`config.mk`:
```
export PLATFORM = sky130hd
export DESIGN_NAME = rtc_ctrl_top
export DESIGN_NICKNAME = d
export VERILOG_FILES = /design/src/common/rtc_ctrl_pkg.sv /design/src/common/rtc_evt_if.sv /design/src/rtl/rtc_time_base.sv /design/src/rtl/rtc_pulse_gen.sv /design/src/rtl/rtc_ctrl_top.sv
export SDC_FILE = /design/constraint.sdc
export NUM_CORES = 1
export LEC_CHECK = 0
export BUFFER_PORTS_ARGS = -buffer_cell sky130_fd_sc_hd__buf_2
export CORE_UTILIZATION = 43
export DETAILED_ROUTE_END_ITERATION = 8
export SLEW_MARGIN = 25
export SYNTH_ARGS = -nofsm -noshare
export SYNTH_HDL_FRONTEND = slang
export SYNTH_HIERARCHICAL = 1
export SYNTH_SLANG_ARGS = --single-unit
```
`constraint.sdc`:
```
create_clock -name SYS_CLK_IN -period 5.4 [get_ports SYS_CLK_IN]
set_input_delay 1.08 -clock SYS_CLK_IN [delete_from_list [all_inputs] [get_ports SYS_CLK_IN]]
set_output_delay 1.08 -clock SYS_CLK_IN [all_outputs]
set_load 0.02 [all_outputs]
```
`src/common/rtc_ctrl_pkg.sv`:
```
package rtc_ctrl_pkg;
  // Bus widths
  localparam int ADDR_W = 4;
  localparam int DATA_W = 4;

  // Control register addresses
  localparam logic [3:0] ADDR_HOLD  = 4'hd;
  localparam logic [3:0] ADDR_PULSE = 4'he;
  localparam logic [3:0] ADDR_MODE  = 4'hf;

  // Hold and interrupt control fields
  localparam int BIT_HOLD  = 0;
  localparam int BIT_BUSY  = 1;
  localparam int BIT_FLAG  = 2;
  localparam int BIT_ROUND = 3;
  // Pulse output control fields
  localparam int BIT_MASK  = 0;
  localparam int BIT_INT   = 1;
  localparam int BIT_TSEL  = 2;
  // Run mode control fields
  localparam int BIT_DCLR  = 0;
  localparam int BIT_STOP  = 1;
  localparam int BIT_H24   = 2;
  localparam int BIT_TEST  = 3;

  // Values after reset
  localparam logic [3:0]  RST_PULSE_CTL = 4'h1;
  localparam logic [3:0]  RST_MODE_CTL  = 4'h0;
  localparam logic [13:0] PIN_SYNC_RST  = 14'h0e00;

  // Register select codes
  typedef enum logic [1:0] {
    SEL_NONE  = 2'b00,
    SEL_HOLD  = 2'b01,
    SEL_MODE  = 2'b11,
    SEL_PULSE = 2'b10
  } ctrl_sel_t;

  // Period select codes
  typedef enum logic [1:0] {
    PER_64HZ = 2'b00,
    PER_SEC  = 2'b01,
    PER_MIN  = 2'b10,
    PER_HOUR = 2'b11
  } period_t;

  // Time base divider
  localparam int XT_DIV_W   = 15;
  localparam int STOP_STAGE = 2;
  localparam int SUB64_W    = 9;

  // Timing
  localparam longint CLK_PERIOD_PS  = 8000;
  localparam longint ROUND_TIME_NS  = 125000;
  localparam longint PULSE_TIME_PS  = 64'd7812500000;
  localparam int ROUND_CYCLES_DEF = int'(ROUND_TIME_NS * 1000 / CLK_PERIOD_PS);
  localparam int PULSE_CYCLES_DEF = int'(PULSE_TIME_PS / CLK_PERIOD_PS);
endpackage

```
`src/common/rtc_evt_if.sv`:
```
interface rtc_evt_if;
  logic       xt_tick;
  logic       div_clear;
  logic       count_stop;
  logic       tick_64hz;
  logic       sec_carry;
  logic       sec_step;
  logic       min_carry;
  logic       hour_carry;
  logic       mask;
  logic       int_mode;
  logic       flag_clear;
  logic       pulse_low;
  logic [1:0] period_sel;

  modport tb_mp (input xt_tick, div_clear, count_stop, output tick_64hz, sec_carry);
  modport pg_mp (input tick_64hz, sec_step, min_carry, hour_carry, mask, int_mode,
                 period_sel, count_stop, flag_clear, output pulse_low);
  modport top_mp (output xt_tick, div_clear, count_stop, sec_step, min_carry, hour_carry,
                  mask, int_mode, period_sel, flag_clear,
                  input tick_64hz, sec_carry, pulse_low);
endinterface

```
`src/rtl/rtc_time_base.sv`:
```
module rtc_time_base (
  input wire logic  clk_in,   // System clock
  input wire logic  rst_n_in, // Asynchronous reset, active low
  rtc_evt_if.tb_mp  evt       // Ticks and divider control
);
  import rtc_ctrl_pkg::*;

  logic [XT_DIV_W-1:0] div_reg;
  logic [XT_DIV_W-1:0] div_next;

  // Stages below the 4096 Hz stage run unless the divider is cleared; carries above are gated
  wire low_wrap = evt.xt_tick & (&div_reg[STOP_STAGE-1:0]);
  wire up_step  = low_wrap & ~evt.count_stop & ~evt.div_clear;
  wire [STOP_STAGE-1:0]          lo_next = div_reg[STOP_STAGE-1:0] + STOP_STAGE'(evt.xt_tick);
  wire [XT_DIV_W-STOP_STAGE-1:0] up_next = div_reg[XT_DIV_W-1:STOP_STAGE]
                                           + (XT_DIV_W-STOP_STAGE)'(up_step);
  assign div_next = evt.div_clear ? '0 : {up_next, lo_next};

  // Carries into the 1/64 s stage and into the seconds digit
  assign evt.tick_64hz = up_step & (&div_reg[SUB64_W-1:STOP_STAGE]);
  assign evt.sec_carry = up_step & (&div_reg[XT_DIV_W-1:STOP_STAGE]);

  always_ff @(posedge clk_in or negedge rst_n_in) begin
    if (!rst_n_in) div_reg <= '0;
    else           div_reg <= div_next;
  end
endmodule // rtc_time_base

```
`src/rtl/rtc_pulse_gen.sv`:
```
module rtc_pulse_gen #(
  parameter int PULSE_CYCLES = rtc_ctrl_pkg::PULSE_CYCLES_DEF // Standard pulse width
) (
  input wire logic  clk_in,   // System clock
  input wire logic  rst_n_in, // Asynchronous reset, active low
  rtc_evt_if.pg_mp  evt       // Events and pulse control
);
  import rtc_ctrl_pkg::*;

  localparam int TW = $clog2(PULSE_CYCLES + 1);
  if (PULSE_CYCLES < 2) begin : g_bad_width
    $error("PULSE_CYCLES must be at least 2");
  end

  logic          pend_reg;
  logic [TW-1:0] tmr_reg;

  // Period event, taken at the carry into the selected digit
  logic per_event;
  always_comb begin
    case (period_t'(evt.period_sel))
      PER_64HZ: per_event = evt.tick_64hz;
      PER_SEC:  per_event = evt.sec_step;
      PER_MIN:  per_event = evt.min_carry;
      PER_HOUR: per_event = evt.hour_carry;
      default:  per_event = 1'b0;
    endcase
  end

  // Standard mode output is frozen while counting is stopped
  wire frozen   = evt.count_stop & ~evt.int_mode;
  // Event taken when idle or with a clear in the same cycle; the clear loses to it
  wire take     = per_event & ~evt.mask & (~pend_reg | evt.flag_clear) & ~frozen;
  wire std_run  = pend_reg & ~evt.int_mode & ~evt.count_stop;
  wire auto_end = std_run & (tmr_reg == TW'(1));

  always_ff @(posedge clk_in or negedge rst_n_in) begin
    if (!rst_n_in)          pend_reg <= 1'b0;
    else if (evt.mask)      pend_reg <= 1'b0;
    else if (take)          pend_reg <= 1'b1;
    else if (evt.flag_clear) pend_reg <= 1'b0;
    else if (auto_end)      pend_reg <= 1'b0;
  end

  // Fixed low width, whatever the period
  always_ff @(posedge clk_in or negedge rst_n_in) begin
    if (!rst_n_in)                  tmr_reg <= '0;
    else if (take)                  tmr_reg <= TW'(PULSE_CYCLES);
    else if (std_run && tmr_reg != '0) tmr_reg <= tmr_reg - TW'(1);
  end

  assign evt.pulse_low = pend_reg;
endmodule // rtc_pulse_gen

```
`src/rtl/rtc_ctrl_top.sv`:
```
module rtc_ctrl_top #(
  parameter int PULSE_CYCLES = rtc_ctrl_pkg::PULSE_CYCLES_DEF, // Standard pulse width
  parameter int ROUND_CYCLES = rtc_ctrl_pkg::ROUND_CYCLES_DEF  // Round busy time
) (
  input  wire logic                             SYS_CLK_IN,            // 125 MHz clock
  input  wire logic                             RST_N_IN,              // Async reset
  input  wire logic                             XT_CLK_IN,             // 32.768 kHz base
  input  wire logic [rtc_ctrl_pkg::ADDR_W-1:0]  ADDR_IN,               // Register address
  input  wire logic                             ALE_IN,                // Address latch
  input  wire logic                             RD_N_IN,               // Read strobe
  input  wire logic                             WR_N_IN,               // Write strobe
  input  wire logic                             BUS_SELECT_N_IN,       // Bus select
  input  wire logic                             POWER_GOOD_SELECT_IN,  // Power good select
  input  wire logic [rtc_ctrl_pkg::DATA_W-1:0]  DATA_IN,               // Data pins in
  output wire logic [rtc_ctrl_pkg::DATA_W-1:0]  DATA_OUT,              // Data pins out
  output wire logic                             DATA_OE_N_OUT,         // Data drive enable
  input  wire logic                             MIN_CARRY_IN,          // Minute carry
  input  wire logic                             HOUR_CARRY_IN,         // Hour carry
  output wire logic                             SEC_STEP_OUT,          // Seconds step
  output wire logic                             ROUND_REQ_OUT,         // Start of rounding
  output wire logic                             HOUR_24_MODE_OUT,      // 24-hour select
  output wire logic                             TIMING_PULSE_OUT,      // Open drain level
  output wire logic                             TIMING_PULSE_OE_N_OUT  // Open drain enable
);
  import rtc_ctrl_pkg::*;

  localparam int RCW = $clog2(ROUND_CYCLES + 1);
  localparam int SW  = 14;
  if (ROUND_CYCLES < 2) begin : g_bad_round
    $error("ROUND_CYCLES must be at least 2");
  end

  // Register select decode, shared by the read and write paths
  function automatic ctrl_sel_t ctrl_sel(input logic [ADDR_W-1:0] a);
    case (a)
      ADDR_HOLD:  return SEL_HOLD;
      ADDR_PULSE: return SEL_PULSE;
      ADDR_MODE:  return SEL_MODE;
      default:    return SEL_NONE;
    endcase
  endfunction

  // Pin synchroniser, two stages
  logic [SW-1:0] pin_s1_reg;
  logic [SW-1:0] pin_s2_reg;
  wire  [SW-1:0] pin_raw = {XT_CLK_IN, ALE_IN, RD_N_IN, WR_N_IN, BUS_SELECT_N_IN,
                            POWER_GOOD_SELECT_IN, ADDR_IN, DATA_IN};

  always_ff @(posedge SYS_CLK_IN or negedge RST_N_IN) begin
    if (!RST_N_IN) begin
      pin_s1_reg <= PIN_SYNC_RST;
      pin_s2_reg <= PIN_SYNC_RST;
    end else begin
      pin_s1_reg <= pin_raw;
      pin_s2_reg <= pin_s1_reg;
    end
  end

  // Synchronised pin names
  wire              xt_s   = pin_s2_reg[13];
  wire              ale_s  = pin_s2_reg[12];
  wire              rd_n_s = pin_s2_reg[11];
  wire              wr_n_s = pin_s2_reg[10];
  wire              bsel_n = pin_s2_reg[9];
  wire              pgood  = pin_s2_reg[8];
  wire [ADDR_W-1:0] addr_s = pin_s2_reg[7:4];
  wire [DATA_W-1:0] data_s = pin_s2_reg[3:0];

  // Edge history for the time base and write strobe
  logic xt_q_reg;
  logic wr_n_q_reg;
  always_ff @(posedge SYS_CLK_IN or negedge RST_N_IN) begin
    if (!RST_N_IN) begin
      xt_q_reg   <= 1'b0;
      wr_n_q_reg <= 1'b1;
    end else begin
      xt_q_reg   <= xt_s;
      wr_n_q_reg <= wr_n_s;
    end
  end

  // Address latch, transparent while the latch enable is high
  logic [ADDR_W-1:0] addr_lat_reg;
  always_ff @(posedge SYS_CLK_IN or negedge RST_N_IN) begin
    if (!RST_N_IN)            addr_lat_reg <= '0;
    else if (ale_s && !bsel_n) addr_lat_reg <= addr_s;
  end

  // Bus access decode
  wire [ADDR_W-1:0] addr_eff = ale_s ? addr_s : addr_lat_reg;
  wire              chip_sel = pgood & ~bsel_n;
  ctrl_sel_t        acc_sel;
  assign acc_sel = ctrl_sel(addr_eff);
  wire wr_strobe = chip_sel & wr_n_s & ~wr_n_q_reg;
  wire rd_act    = chip_sel & ~rd_n_s & wr_n_s;
  wire wr_hold   = wr_strobe && acc_sel == SEL_HOLD;
  wire wr_pulse  = wr_strobe && acc_sel == SEL_PULSE;
  wire wr_mode   = wr_strobe && acc_sel == SEL_MODE;

  // Control register state
  logic           hold_reg;
  logic           round_reg;
  logic [RCW-1:0] round_cnt_reg;
  logic           round_req_reg;
  logic [3:0]     pulse_ctl_reg;
  logic [3:0]     mode_ctl_reg;
  logic           sec_pend_reg;
  logic           sec_step_reg;
  logic [3:0]     rd_data_reg;
  logic           rd_oe_n_reg;

  // Freeze bit, dropped while power is not good
  always_ff @(posedge SYS_CLK_IN or negedge RST_N_IN) begin
    if (!RST_N_IN)    hold_reg <= 1'b0;
    else if (!pgood)  hold_reg <= 1'b0;
    else if (wr_hold) hold_reg <= data_s[BIT_HOLD];
  end

  // Half-minute round, self clearing after a fixed time
  wire round_start = wr_hold & data_s[BIT_ROUND] & ~round_reg;
  always_ff @(posedge SYS_CLK_IN or negedge RST_N_IN) begin
    if (!RST_N_IN) begin
      round_reg     <= 1'b0;
      round_cnt_reg <= '0;
    end else if (round_start) begin
      round_reg     <= 1'b1;
      round_cnt_reg <= RCW'(ROUND_CYCLES);
    end else if (round_reg) begin
      round_reg     <= round_cnt_reg != RCW'(1);
      round_cnt_reg <= round_cnt_reg - RCW'(1);
    end
  end

  // Request to the counters; resulting carries return as minute carries
  always_ff @(posedge SYS_CLK_IN or negedge RST_N_IN) begin
    if (!RST_N_IN) round_req_reg <= 1'b0;
    else           round_req_reg <= round_start;
  end

  // Pulse output and run mode registers
  wire [3:0] mode_ctl_wr = data_s & ~{3'b000, bsel_n};
  always_ff @(posedge SYS_CLK_IN or negedge RST_N_IN) begin
    if (!RST_N_IN) begin
      pulse_ctl_reg <= RST_PULSE_CTL;
      mode_ctl_reg  <= RST_MODE_CTL;
    end else begin
      if (wr_pulse) pulse_ctl_reg <= data_s;
      if (wr_mode)  mode_ctl_reg  <= mode_ctl_wr;
      else if (bsel_n) mode_ctl_reg[BIT_DCLR] <= 1'b0;
    end
  end

  // Seconds step: blocked while frozen, a held carry is released later
  wire sec_carry;
  wire sec_step_next = ~hold_reg & (sec_carry | sec_pend_reg);
  always_ff @(posedge SYS_CLK_IN or negedge RST_N_IN) begin
    if (!RST_N_IN) begin
      sec_pend_reg <= 1'b0;
      sec_step_reg <= 1'b0;
    end else begin
      if (hold_reg && sec_carry) sec_pend_reg <= 1'b1;
      else if (!hold_reg)        sec_pend_reg <= 1'b0;
      sec_step_reg <= sec_step_next;
    end
  end

  // Busy while rounding or while the seconds digit is being stepped
  wire busy = round_reg | sec_step_reg;

  // Read data selection
  wire pulse_low;
  logic [3:0] rd_mux;
  always_comb begin
    case (acc_sel)
      SEL_HOLD:  rd_mux = {round_reg, pulse_low, busy, hold_reg};
      SEL_PULSE: rd_mux = pulse_ctl_reg;
      SEL_MODE:  rd_mux = mode_ctl_reg;
      default:   rd_mux = 4'h0;
    endcase
  end

  // Read data and drive enable come from flip-flops
  always_ff @(posedge SYS_CLK_IN or negedge RST_N_IN) begin
    if (!RST_N_IN) begin
      rd_data_reg <= 4'h0;
      rd_oe_n_reg <= 1'b1;
    end else begin
      rd_data_reg <= rd_mux;
      rd_oe_n_reg <= ~(rd_act && acc_sel != SEL_NONE);
    end
  end

  // Time base and pulse generator
  rtc_evt_if evt ();
  assign evt.xt_tick    = xt_s & ~xt_q_reg;
  assign evt.div_clear  = mode_ctl_reg[BIT_DCLR];
  assign evt.count_stop = mode_ctl_reg[BIT_STOP];
  assign evt.sec_step   = sec_step_reg;
  assign evt.min_carry  = MIN_CARRY_IN;
  assign evt.hour_carry = HOUR_CARRY_IN;
  assign evt.mask       = pulse_ctl_reg[BIT_MASK];
  assign evt.int_mode   = pulse_ctl_reg[BIT_INT];
  assign evt.period_sel = pulse_ctl_reg[BIT_TSEL+1:BIT_TSEL];
  assign evt.flag_clear = wr_hold & ~data_s[BIT_FLAG];
  assign sec_carry      = evt.sec_carry;
  assign pulse_low      = evt.pulse_low;

  rtc_time_base u_time_base (
    .clk_in   (SYS_CLK_IN),
    .rst_n_in (RST_N_IN),
    .evt      (evt.tb_mp)
  );

  rtc_pulse_gen #(
    .PULSE_CYCLES (PULSE_CYCLES)
  ) u_pulse_gen (
    .clk_in   (SYS_CLK_IN),
    .rst_n_in (RST_N_IN),
    .evt      (evt.pg_mp)
  );

  // Outputs
  assign DATA_OUT              = rd_data_reg;
  assign DATA_OE_N_OUT         = rd_oe_n_reg;
  assign SEC_STEP_OUT          = sec_step_reg;
  assign ROUND_REQ_OUT         = round_req_reg;
  assign HOUR_24_MODE_OUT      = mode_ctl_reg[BIT_H24];
  assign TIMING_PULSE_OUT      = 1'b0;
  assign TIMING_PULSE_OE_N_OUT = ~pulse_low;

  // Age of the current round, kept apart from the down counter it checks
  logic [RCW-1:0] round_age_reg;
  always_ff @(posedge SYS_CLK_IN or negedge RST_N_IN) begin
    if (!RST_N_IN)        round_age_reg <= '0;
    else if (round_start) round_age_reg <= '0;
    else if (round_reg)   round_age_reg <= round_age_reg + RCW'(1);
  end
endmodule // rtc_ctrl_top

```
; Word level (Yosys, flattened, before mapping)
; Cells that the tools add are included.
[totals]
regBits = 102
latch_bits = 0
mem_bits_rw = 0
romBits = 0
inputBits = 18
out_inout_bits = 10
wordCells = 116
n_memories = 0
[classes]
addsub = 4
mul = 0
div = 0
n_lt_le_gt_ge = 0
eq_ne = 13
shifts = 0
mux = 21
n_bitwise = 41
n_reduce_logical = 18
[op_table]
columns = cell, n
row1 = 20-bit 2-to-1 mux, 2
row2 = 14-bit 2-to-1 mux, 2
row3 = 1-bit AND, 22
row4 = "20-bit by 1-bit == test with 1-bit output, second input constant", 1
row5 = 20-bit nonzero test, 1
row6 = "20-bit by 1-bit subtractor with 20-bit output, second input constant", 1
row7 = 15-bit 2-to-1 mux, 1
row8 = "14-bit by 1-bit inequality test with 1-bit output, second input constant", 1
row9 = 1-bit inverter, 14
row10 = "14-bit by 1-bit subtractor with 14-bit output, second input constant", 1
row11 = 13-bit by 1-bit adder with 13-bit output, 1
row12 = 13-bit AND reduction, 1
row13 = "4-bit == test, second input constant", 3
row14 = 1-bit 2-to-1 mux, 12
row15 = 4-bit case mux with 3 select lines, 1
row16 = "2-bit == test, second input constant", 4
row17 = 2-bit nonzero test, 4
row18 = 1-bit logical AND, 7
row19 = 7-bit AND reduction, 1
row20 = 2-bit case mux with 3 select lines, 1
row21 = 4-bit AND, 1
row22 = "2-bit by 1-bit == test with 1-bit output, second input constant", 2
row23 = 4-bit 2-to-1 mux, 1
row24 = "2-bit by 1-bit inequality test with 1-bit output, second input constant", 2
row25 = 8 further kinds, 10

; Logic depth before layout (Yosys ltp)
; Gate-level depths: netlist (run 1).
[logic_depth]
depth_word = 12
depth_mapped = 11
mapped_depth_nobuf = 8

; Hierarchy
; The synthesis (run 1) kept the hierarchy.
[by_module_without_submodules]
columns = module, n_inst, cells_per_inst, area_each_um2, seq_area_each_um2
row1 = rtc_ctrl_top, 1, 194, 2606.2, 1662.8
row2 = rtc_pulse_gen, 1, 138, 1325.0, 525.5
row3 = rtc_time_base, 1, 79, 773.2, 375.4

; Worst setup path before layout (run 1)
; No wires, ideal clock.
[synth_path]
path_type = input to register
startpoint = input port HOUR_CARRY_IN
endpoint = register u_pulse_gen.tmr_reg[1]
setup_time_ps = 125
t_arrival_ps = 2275
required_time_ps = 5275
setup_slack_ps = 3000
path_stages = 5
path_buffers = 1
path_cell_list = mux4_2 > nand4b_1 > clkbuf_1 > nand2_1 > mux2_2
[synth_between]
elab_chain_len = 5
word_cells_on_any_way = 6
classes_between = mux: 2 / bitwise: 3 / reduce/logical: 1
[synth_rtl]
columns = item, line
row1 = from (decl), rtc_ctrl_top.sv:18  ; input wire logic HOUR_CARRY_IN,
row2 = 1-bit case mux with 4 select lines *, rtc_pulse_gen.sv:21  ; case (period_t'(evt.period_sel))
row3 = 1-bit AND * (3 in a row), rtc_pulse_gen.sv:33  ; wire take = per_event & ~evt.mask & (~pend_reg | evt.flag_clear) & ~frozen;
row4 = 20-bit 2-to-1 mux or 2-bit nonzero test (tied branches), n/a
row5 = to (signal assigned), rtc_pulse_gen.sv:48  ; else if (take) tmr_reg <= TW'(PULSE_CYCLES);
row6 = to (signal assigned), rtc_pulse_gen.sv:49  ; else if (std_run && tmr_reg != '0) tmr_reg <= tmr_reg - TW'(1);
row7 = to (decl), rtc_pulse_gen.sv:16  ; logic [TW-1:0] tmr_reg;
; Mark *: on every way between the ends. The rest lies on a longest branch, timed or not.
; A chain may end at the register's enable or synchronous reset.

; Worst setup path in the final report (run 1)
[layout_path]
startpoint = register pin_s2_reg[12]
endpoint = register u_pulse_gen.tmr_reg[4]
[layout_between]
elab_chain_len = 10
word_cells_on_any_way = 13
classes_between = eq/ne: 4 / mux: 3 / bitwise: 4 / reduce/logical: 2
[layout_rtl]
columns = item, line
row1 = from (decl), rtc_ctrl_top.sv:45  ; logic [SW-1:0] pin_s2_reg;
row2 = from (signal assigned), rtc_ctrl_top.sv:55  ; pin_s2_reg <= pin_s1_reg;
row3 = 4-bit 2-to-1 mux *, rtc_ctrl_top.sv:90  ; wire [ADDR_W-1:0] addr_eff = ale_s ? addr_s : addr_lat_reg;
row4 = 4-bit == test, rtc_ctrl_top.sv:35  ; case (a)
row5 = 2-bit case mux with 3 select lines *, rtc_ctrl_top.sv:35
row6 = 2-bit by 1-bit == test with 1-bit output *, rtc_ctrl_top.sv:96  ; wire wr_hold = wr_strobe && acc_sel == SEL_HOLD;
row7 = 1-bit logical AND *, rtc_ctrl_top.sv:96
row8 = 1-bit AND *, rtc_ctrl_top.sv:204  ; assign evt.flag_clear = wr_hold & ~data_s[BIT_FLAG];
row9 = via evt.flag_clear, rtc_evt_if.sv:12  ; logic flag_clear;
row10 = 1-bit OR *, rtc_pulse_gen.sv:33
row11 = 1-bit AND * (2 in a row), rtc_pulse_gen.sv:33
row12 = 20-bit 2-to-1 mux or 2-bit nonzero test (tied branches), n/a
; Mark *: on every way through the listed nets, which the timed path passes. The rest lies on a longest branch.

==> results.toml, run 1 <==
[global_route]
grt_pass1_vias = 3149
grt-ovfl-total = 0
antenna_found_initial = 0
grt_pass1_wl_um = 15400
grt_use_total = 0.174
grt_max_degree = 59

[logic_synthesis]
synthArstFlopShare = 1.00
syn-cell-area_um2 = 4700
syn_area_per_cell_um2 = 11.4
synth_area_leaders = "dfrtp_1, dfstp_2, mux2_2, nor2_1, or4_1"
synth_ff_type = "dfrtp_1"
ys_warn_count = 6
ys_ff_latch = 102
ys_seq_area_frac = 0.545
synth.largest_area_cell = "dfrtp_1"
synth.distinct_cells = 69
synth_top_area_frac = 0.495
yosysMostFrequentCell = "dfrtp_1"
synth_edf_count = 0
synthTopCellsByCount = "dfrtp_1, nor2_1, nand2_1"
postSynthCellCount = 411
synth_fp_nets = 437

[min_path]
holdPathEnd = "pin_s2_reg[13]$_DFF_PN0_"
min_from = "pin_s1_reg[13]$_DFF_PN0_"
hold_depth = 0
hold_class = "reg2reg"

[setup_path]
cp-start-kind = "register"
required_ns = 5.69
r2r-end = "u_pulse_gen/tmr_reg[4]$_DFFE_PN0P_"
crit_type = "reg2reg"
endpoint_kind = "register"
reg2reg_depth = 8
cp_max_fo = 15
critPathArrivalTime_ns = 2.99
regToRegSetupSlack_ns = 2.70
r2r_start = "pin_s2_reg[12]$_DFF_PN0_"

[clock_tree]
clk_pin_slew_ns = 0.10
root_buffer = "clkbuf_8"
clockBufferDepth = 2
cts_tree = "yes"
ctsHoldBuffers = 0
cts.sinks = 102
cts_max_level = 3
clock_latency_ns = 0.37
cts_buffers = 9
post_cts_buffers = 0
cts_resized = 0

[routing]
drc = 0
firstDrtPassIters = 5
ant_nets = 0
vias = 3214
totalWireLength_um = 9060
first_iter_violations = 158
routedWlPerCell_um = 15.7
avgViaCountPerCell = 5.57

[sta]
rsz0062_at_grt = "false"
min_period_ns = 2.70
max_slew_margin = 0.516
worst_slew_pin_slew_ns = 0.726
max_freq_mhz = 370
tns_ns = 0
fin_crit_sh = 0.500
drv_slew = 0
hold_violations = 0
finalSetupViolCount = 0
finClkSkew_ns = 0.0104
hold_ws_ns = 0.347

[layout]
largest_reg_flops = 20
nets = 462
antennaDiodeCount = 0
syn_to_final_growth_pct = 9.04
drive_gt1_frac = 0.211

[placement]
dp_hpwl_um = 6190
port_buffers = 26
routabilityCongestion = 0.804

[job]
drv_cap = 0

[power]
irDropWorstVdd_mv = 0.233
powerDensity_nw_per_um2 = 398
p_leak_nw = 2.15

[floorplan]
ioPinCount = 28
fp-row-count = 37
die_w_um = 107
die_y_um = 107
dieArea_um2 = 11400
coreArea_um2 = 10500
initial_utilization = 0.450

[status]
outcome = "completed"
[cells in the final DEF, fill, tap and decap left out, drive strengths merged, types with 13 or more instances in the layout]
master and count:
dfrtp 93, nor2 35, buf 28, nand2 26
a21oi 21, or4 20, mux2 18, o31ai 14
inv 14, o21ai 13
[worst max path at each step]
stage | from | endpoint | slack (ns) | cells after the start
2_1_floorplan | HOUR_CARRY_IN | u_pulse_gen/tmr_reg[1]$_DFFE_PN0P_ | 3.00 | 5
3_3_place_gp | HOUR_CARRY_IN | u_pulse_gen/tmr_reg[1]$_DFFE_PN0P_ | 2.79 | 5
3_5_place_dp | HOUR_CARRY_IN | u_pulse_gen/tmr_reg[1]$_DFFE_PN0P_ | 2.71 | 5
4_1_cts | pin_s2_reg[12]$_DFF_PN0_ | u_pulse_gen/tmr_reg[4]$_DFFE_PN0P_ | 2.70 | 8
5_1_grt | pin_s2_reg[12]$_DFF_PN0_ | u_pulse_gen/tmr_reg[4]$_DFFE_PN0P_ | 2.49 | 8
6_report | pin_s2_reg[12]$_DFF_PN0_ | u_pulse_gen/tmr_reg[4]$_DFFE_PN0P_ | 2.70 | 8
[final cells by class]
cell class,count,area [µm²]
Clock buffer,10,138
Clock inverter,6,55.1
Fill cell,972,5330
Inverter,12,45.0
Multi-Input combinational cell,283,2010
Sequential cell,102,2560
Tap cell,136,170
Timing Repair Buffer,28,148
[cell families after synthesis]
family / count (synthesis) / synth area share
DFF: 102 / 0.545
and+or+nand+nor: 166 / 0.218
adders and majority gates: 8 / 0.0213
muxes: 29 / 0.0726
buffers and inverters: 26 / 0.0277
other: 1 / 0.000797
AOI/OAI and AO/OA: 72 / 0.102
xor gates and xnor gates: 7 / 0.0130
[through the flow]
stage | power, mW | instances | util | setup WS, ns | area (µm²)
after global placement | 1.56 | 561 | 0.472 | 2.79 | 4940
after global routing | 2.18 | 577 | 0.490 | 2.49 | 5130
after floorplan | 1.45 | 411 | - | 3.00 | 4700
after CTS | 2.06 | 577 | 0.490 | 2.70 | 5130
final | 2.04 | 577 | 0.490 | 2.70 | 5130
after detailed placement | 1.59 | 561 | 0.472 | 2.71 | 4940
[worst max-delay path, cell delays in order, from the launching register on]
cell,delay [ns]
dfrtp_1,0.55
mux2_2,0.42
nor2_2,0.18
nand2_1,0.12
nor2_1,0.09
nand2b_1,0.17
nand4b_1,0.55
and2_1,0.40
mux2i_1,0.16
[where the power goes]
group / leakage, nW / internal [mW] / switching, mW / total (mW)
Sequential: 1.25 / 0.924 / 0.200 / 1.12
Combinational: 0.794 / 0.212 / 0.245 / 0.456
Clock: 0.101 / 0.188 / 0.273 / 0.462
[layer usage]
| metal | wire length, µm | GRT usage |
|---|---|---|
| met1 | 4460 | 0.231 |
| met2 | 4250 | 0.281 |
| met3 | 251 | 0.0383 |
| met4 | 104 | 0.0616 |
| met5 | 0 | 0 |
(Power assumes the default switching activity.)
==> run 2, diff against run 1 <==
--- a/config.mk
+++ b/config.mk
@@ -5,6 +5,7 @@
 export SDC_FILE = /design/constraint.sdc
 export NUM_CORES = 1
 export LEC_CHECK = 0
+export ABC_AREA = 1
 export BUFFER_PORTS_ARGS = -buffer_cell sky130_fd_sc_hd__buf_2
 export CORE_UTILIZATION = 43
 export DETAILED_ROUTE_END_ITERATION = 8
==> constraint.sdc (replaced) <==
create_clock -name SYS_CLK_IN -period 2.4 [get_ports SYS_CLK_IN]
set_input_delay 0.48 -clock SYS_CLK_IN [delete_from_list [all_inputs] [get_ports SYS_CLK_IN]]
set_output_delay 0.48 -clock SYS_CLK_IN [all_outputs]
set_load 0.02 [all_outputs]
==> run 2 against run 1 <==
Compared with the run above:
- sequential cell count is the same
- first-iteration DRC count grew 62%
- combinational power grew to 4.1 times the previous value
- setup slack lost 2.3 ns
- clock skew grew 0.00076 ns
- cell count grew 34%
- via count grew 17%
- sequential share of layout area shrank 4.1 points
- hold slack lost 0.25 ns
- clock power grew to 3.2 times the previous value
- critical path type unchanged
- largest power group unchanged
==> results.toml, run 2 <==
[logic_synthesis]
synthTopCellsByCount = "nand2_1, dfrtp_1, nor2_1"
synth_ff_type = "dfrtp_1"
ys_ff_latch = 102
ys_warn_count = 6
ys_seq_area_frac = 0.516
syn_area_per_cell_um2 = 8.40
postSynthCellCount = 592
synth.largest_area_cell = "dfrtp_1"
synth_fp_nets = 618
synth_top_area_frac = 0.468
syn-cell-area_um2 = 4970
synthArstFlopShare = 1.00
synth.distinct_cells = 38
synth_area_leaders = "dfrtp_1, nand2_1, nor2_1, nand3_1, inv_1"
yosysMostFrequentCell = "nand2_1"
synth_edf_count = 0

[routing]
totalWireLength_um = 9630
first_iter_violations = 256
ant_nets = 0
drc = 0
avgViaCountPerCell = 4.87
firstDrtPassIters = 4
routedWlPerCell_um = 12.5
vias = 3767

[setup_path]
endpoint_kind = "register"
slowest_delay_ns = 0.44
cp_max_fo = 7
reg2reg_depth = 14
path_cells = "inv_2 > nand2_1 > nand2_2 > nand2_4 > nor2_8 > nand2_1 > nor2_1 > nor2_1 > nor2_1 > nand3_2 > inv_1 > nor2_1 > nand2_1 > nand2_1"
crit_type = "reg2reg"
cp-start-kind = "register"
slowest_stage = "dfrtp_1"
required_ns = 2.64
critPathArrivalTime_ns = 2.27

[layout]
drive_gt1_frac = 0.163
largest_reg_flops = 20
most-common-layout-cells = "nand2_1, dfrtp_1, nor2_1"
stdcell_count = 773
antennaDiodeCount = 0
final_cell_area_um2 = 5590
nets = 654
syn_to_final_growth_pct = 12.5
final.fill_count = 1038
final_common_cell = "nand2_1"

[power]
total_power_mw = 5.73
irDropWorstVdd_mv = 0.770
p_leak_nw = 2.89
powerDensity_nw_per_um2 = 1020

[floorplan]
ioPinCount = 28
die_y_um = 110
dieArea_um2 = 12000
initial_utilization = 0.451
fp-row-count = 38
die_w_um = 110
coreArea_um2 = 11000

[global_route]
antenna_found_initial = 0
top_usage_layer = "met2"
grt_use_met1 = 0.251
grt_max_degree = 45
grtUsageMet2 = 0.301
grt_pass1_vias = 3681
grt_use_total = 0.187
grt_pass1_wl_um = 17300
grtUsageMet3 = 0.0439
grt-ovfl-total = 0

[sta]
finClkSkew_ns = 0.0111
fin_crit_sh = 0.844
rsz0062_at_grt = "false"
tns_ns = 0
max_freq_mhz = 494
finalSetupViolCount = 0
hold_violations = 0
drv_slew = 0
hold_ws_ns = 0.0927
min_period_ns = 2.02

[clock_tree]
clockBufferDepth = 2
root_buffer = "clkbuf_16"
post_cts_buffers = 0
cts_tree = "yes"
cts_resized = 0
clock_latency_ns = 0.35
cts_max_level = 3
ctsHoldBuffers = 0
cts_buffers = 9
cts.sinks = 102
clk_pin_slew_ns = 0.08

[placement]
routabilityCongestion = 0.875
dp_hpwl_um = 6970
port_buffers = 26
dp_cells = 757
placed_area_um2 = 5280

[min_path]
hold_class = "in2async"

[job]
drv_cap = 0

[status]
outcome = "completed"
==> run 2: cell count changes in the layout (fill, tap and decap cells not counted), sizes merged, moves of 8 or more <==
cell,before,now
nor4,9,0
o21ai,13,26
inv,14,71
nor2,35,100
or4,20,0
or3,8,0
o31ai,14,0
nand3,12,64
mux2,18,3
mux2i,10,0
nand2,26,167
and2,8,0
==> run 2: worst max-delay path, delay by kind of cell (launching register included) <==
family                 cells  cell delay [ns]
and+or+nand+nor           12             1.09
buffers and inverters      2             0.36
DFF                        1             0.44
==> run 2: path summary, 6_finish.rpt <==
check	startpoint	endpoint	slack, ns
setup / recovery	pin_s2_reg[12]$_DFF_PN0_	u_pulse_gen/tmr_reg[16]$_DFFE_PN0P_	0.38
hold / removal	RST_N_IN	u_time_base/div_reg[11]$_DFF_PN0_	0.09
setup reg to reg	pin_s2_reg[12]$_DFF_PN0_	u_pulse_gen/tmr_reg[16]$_DFFE_PN0P_	0.38
hold reg to reg	pin_s1_reg[13]$_DFF_PN0_	pin_s2_reg[13]$_DFF_PN0_	0.35
max in group asynchronous	RST_N_IN	round_cnt_reg[10]$_DFFE_PN0P_	1.64
min in group SYS_CLK_IN	BUS_SELECT_N_IN	pin_s1_reg[9]$_DFF_PN1_	0.22
==> run 2: logic make-up (layout without fill, tap and decap cells) <==
logic type / after synthesis / count (layout) / synth area share
adder cells (fa/ha/maj): 8 / 8 / 0.0201
other: 1 / 1 / 0.000754
XOR/XNOR: 9 / 9 / 0.0159
flip-flops: 102 / 102 / 0.516
AO/OA/AOI/OAI: 48 / 48 / 0.0574
AND/OR/NAND/NOR: 345 / 345 / 0.319
buffers and inverters: 76 / 117 / 0.0639
multiplexers: 3 / 3 / 0.00680
==> run 2: layout make-up <==
class | instances | area, µm² | area share
timing repair buffer | 33 | 198 | 0.0354
sequential | 102 | 2560 | 0.459
clock inverter | 7 | 83.8 | 0.0150
clock buffer | 9 | 225 | 0.0403
inverter | 68 | 255 | 0.0457
tap | 140 | 175 | 0.0313
multi-input combinational | 414 | 2090 | 0.374
==> run 2: metrics by stage <==
step	setup WS [ns]	utilization
floorplan	0.514	-
global placement	0.460	0.479
detailed placement	0.390	0.479
CTS	0.368	0.507
global route	0.0991	0.507
finish	0.376	0.507
==> run 2: per-layer routing <==
layer,wire length [µm],vias up
met4,108,0
met3,438,10
met2,4390,69
met5,0,-
met1,4690,1753
li1,-,1935
==> run 2: power by group <==
| part | switching, mW | internal (mW) |
|---|---|---|
| Combinational | 1.22 | 0.651 |
| Clock | 0.715 | 0.743 |
| Sequential | 0.328 | 2.07 |
| Total | 2.26 | 3.47 |
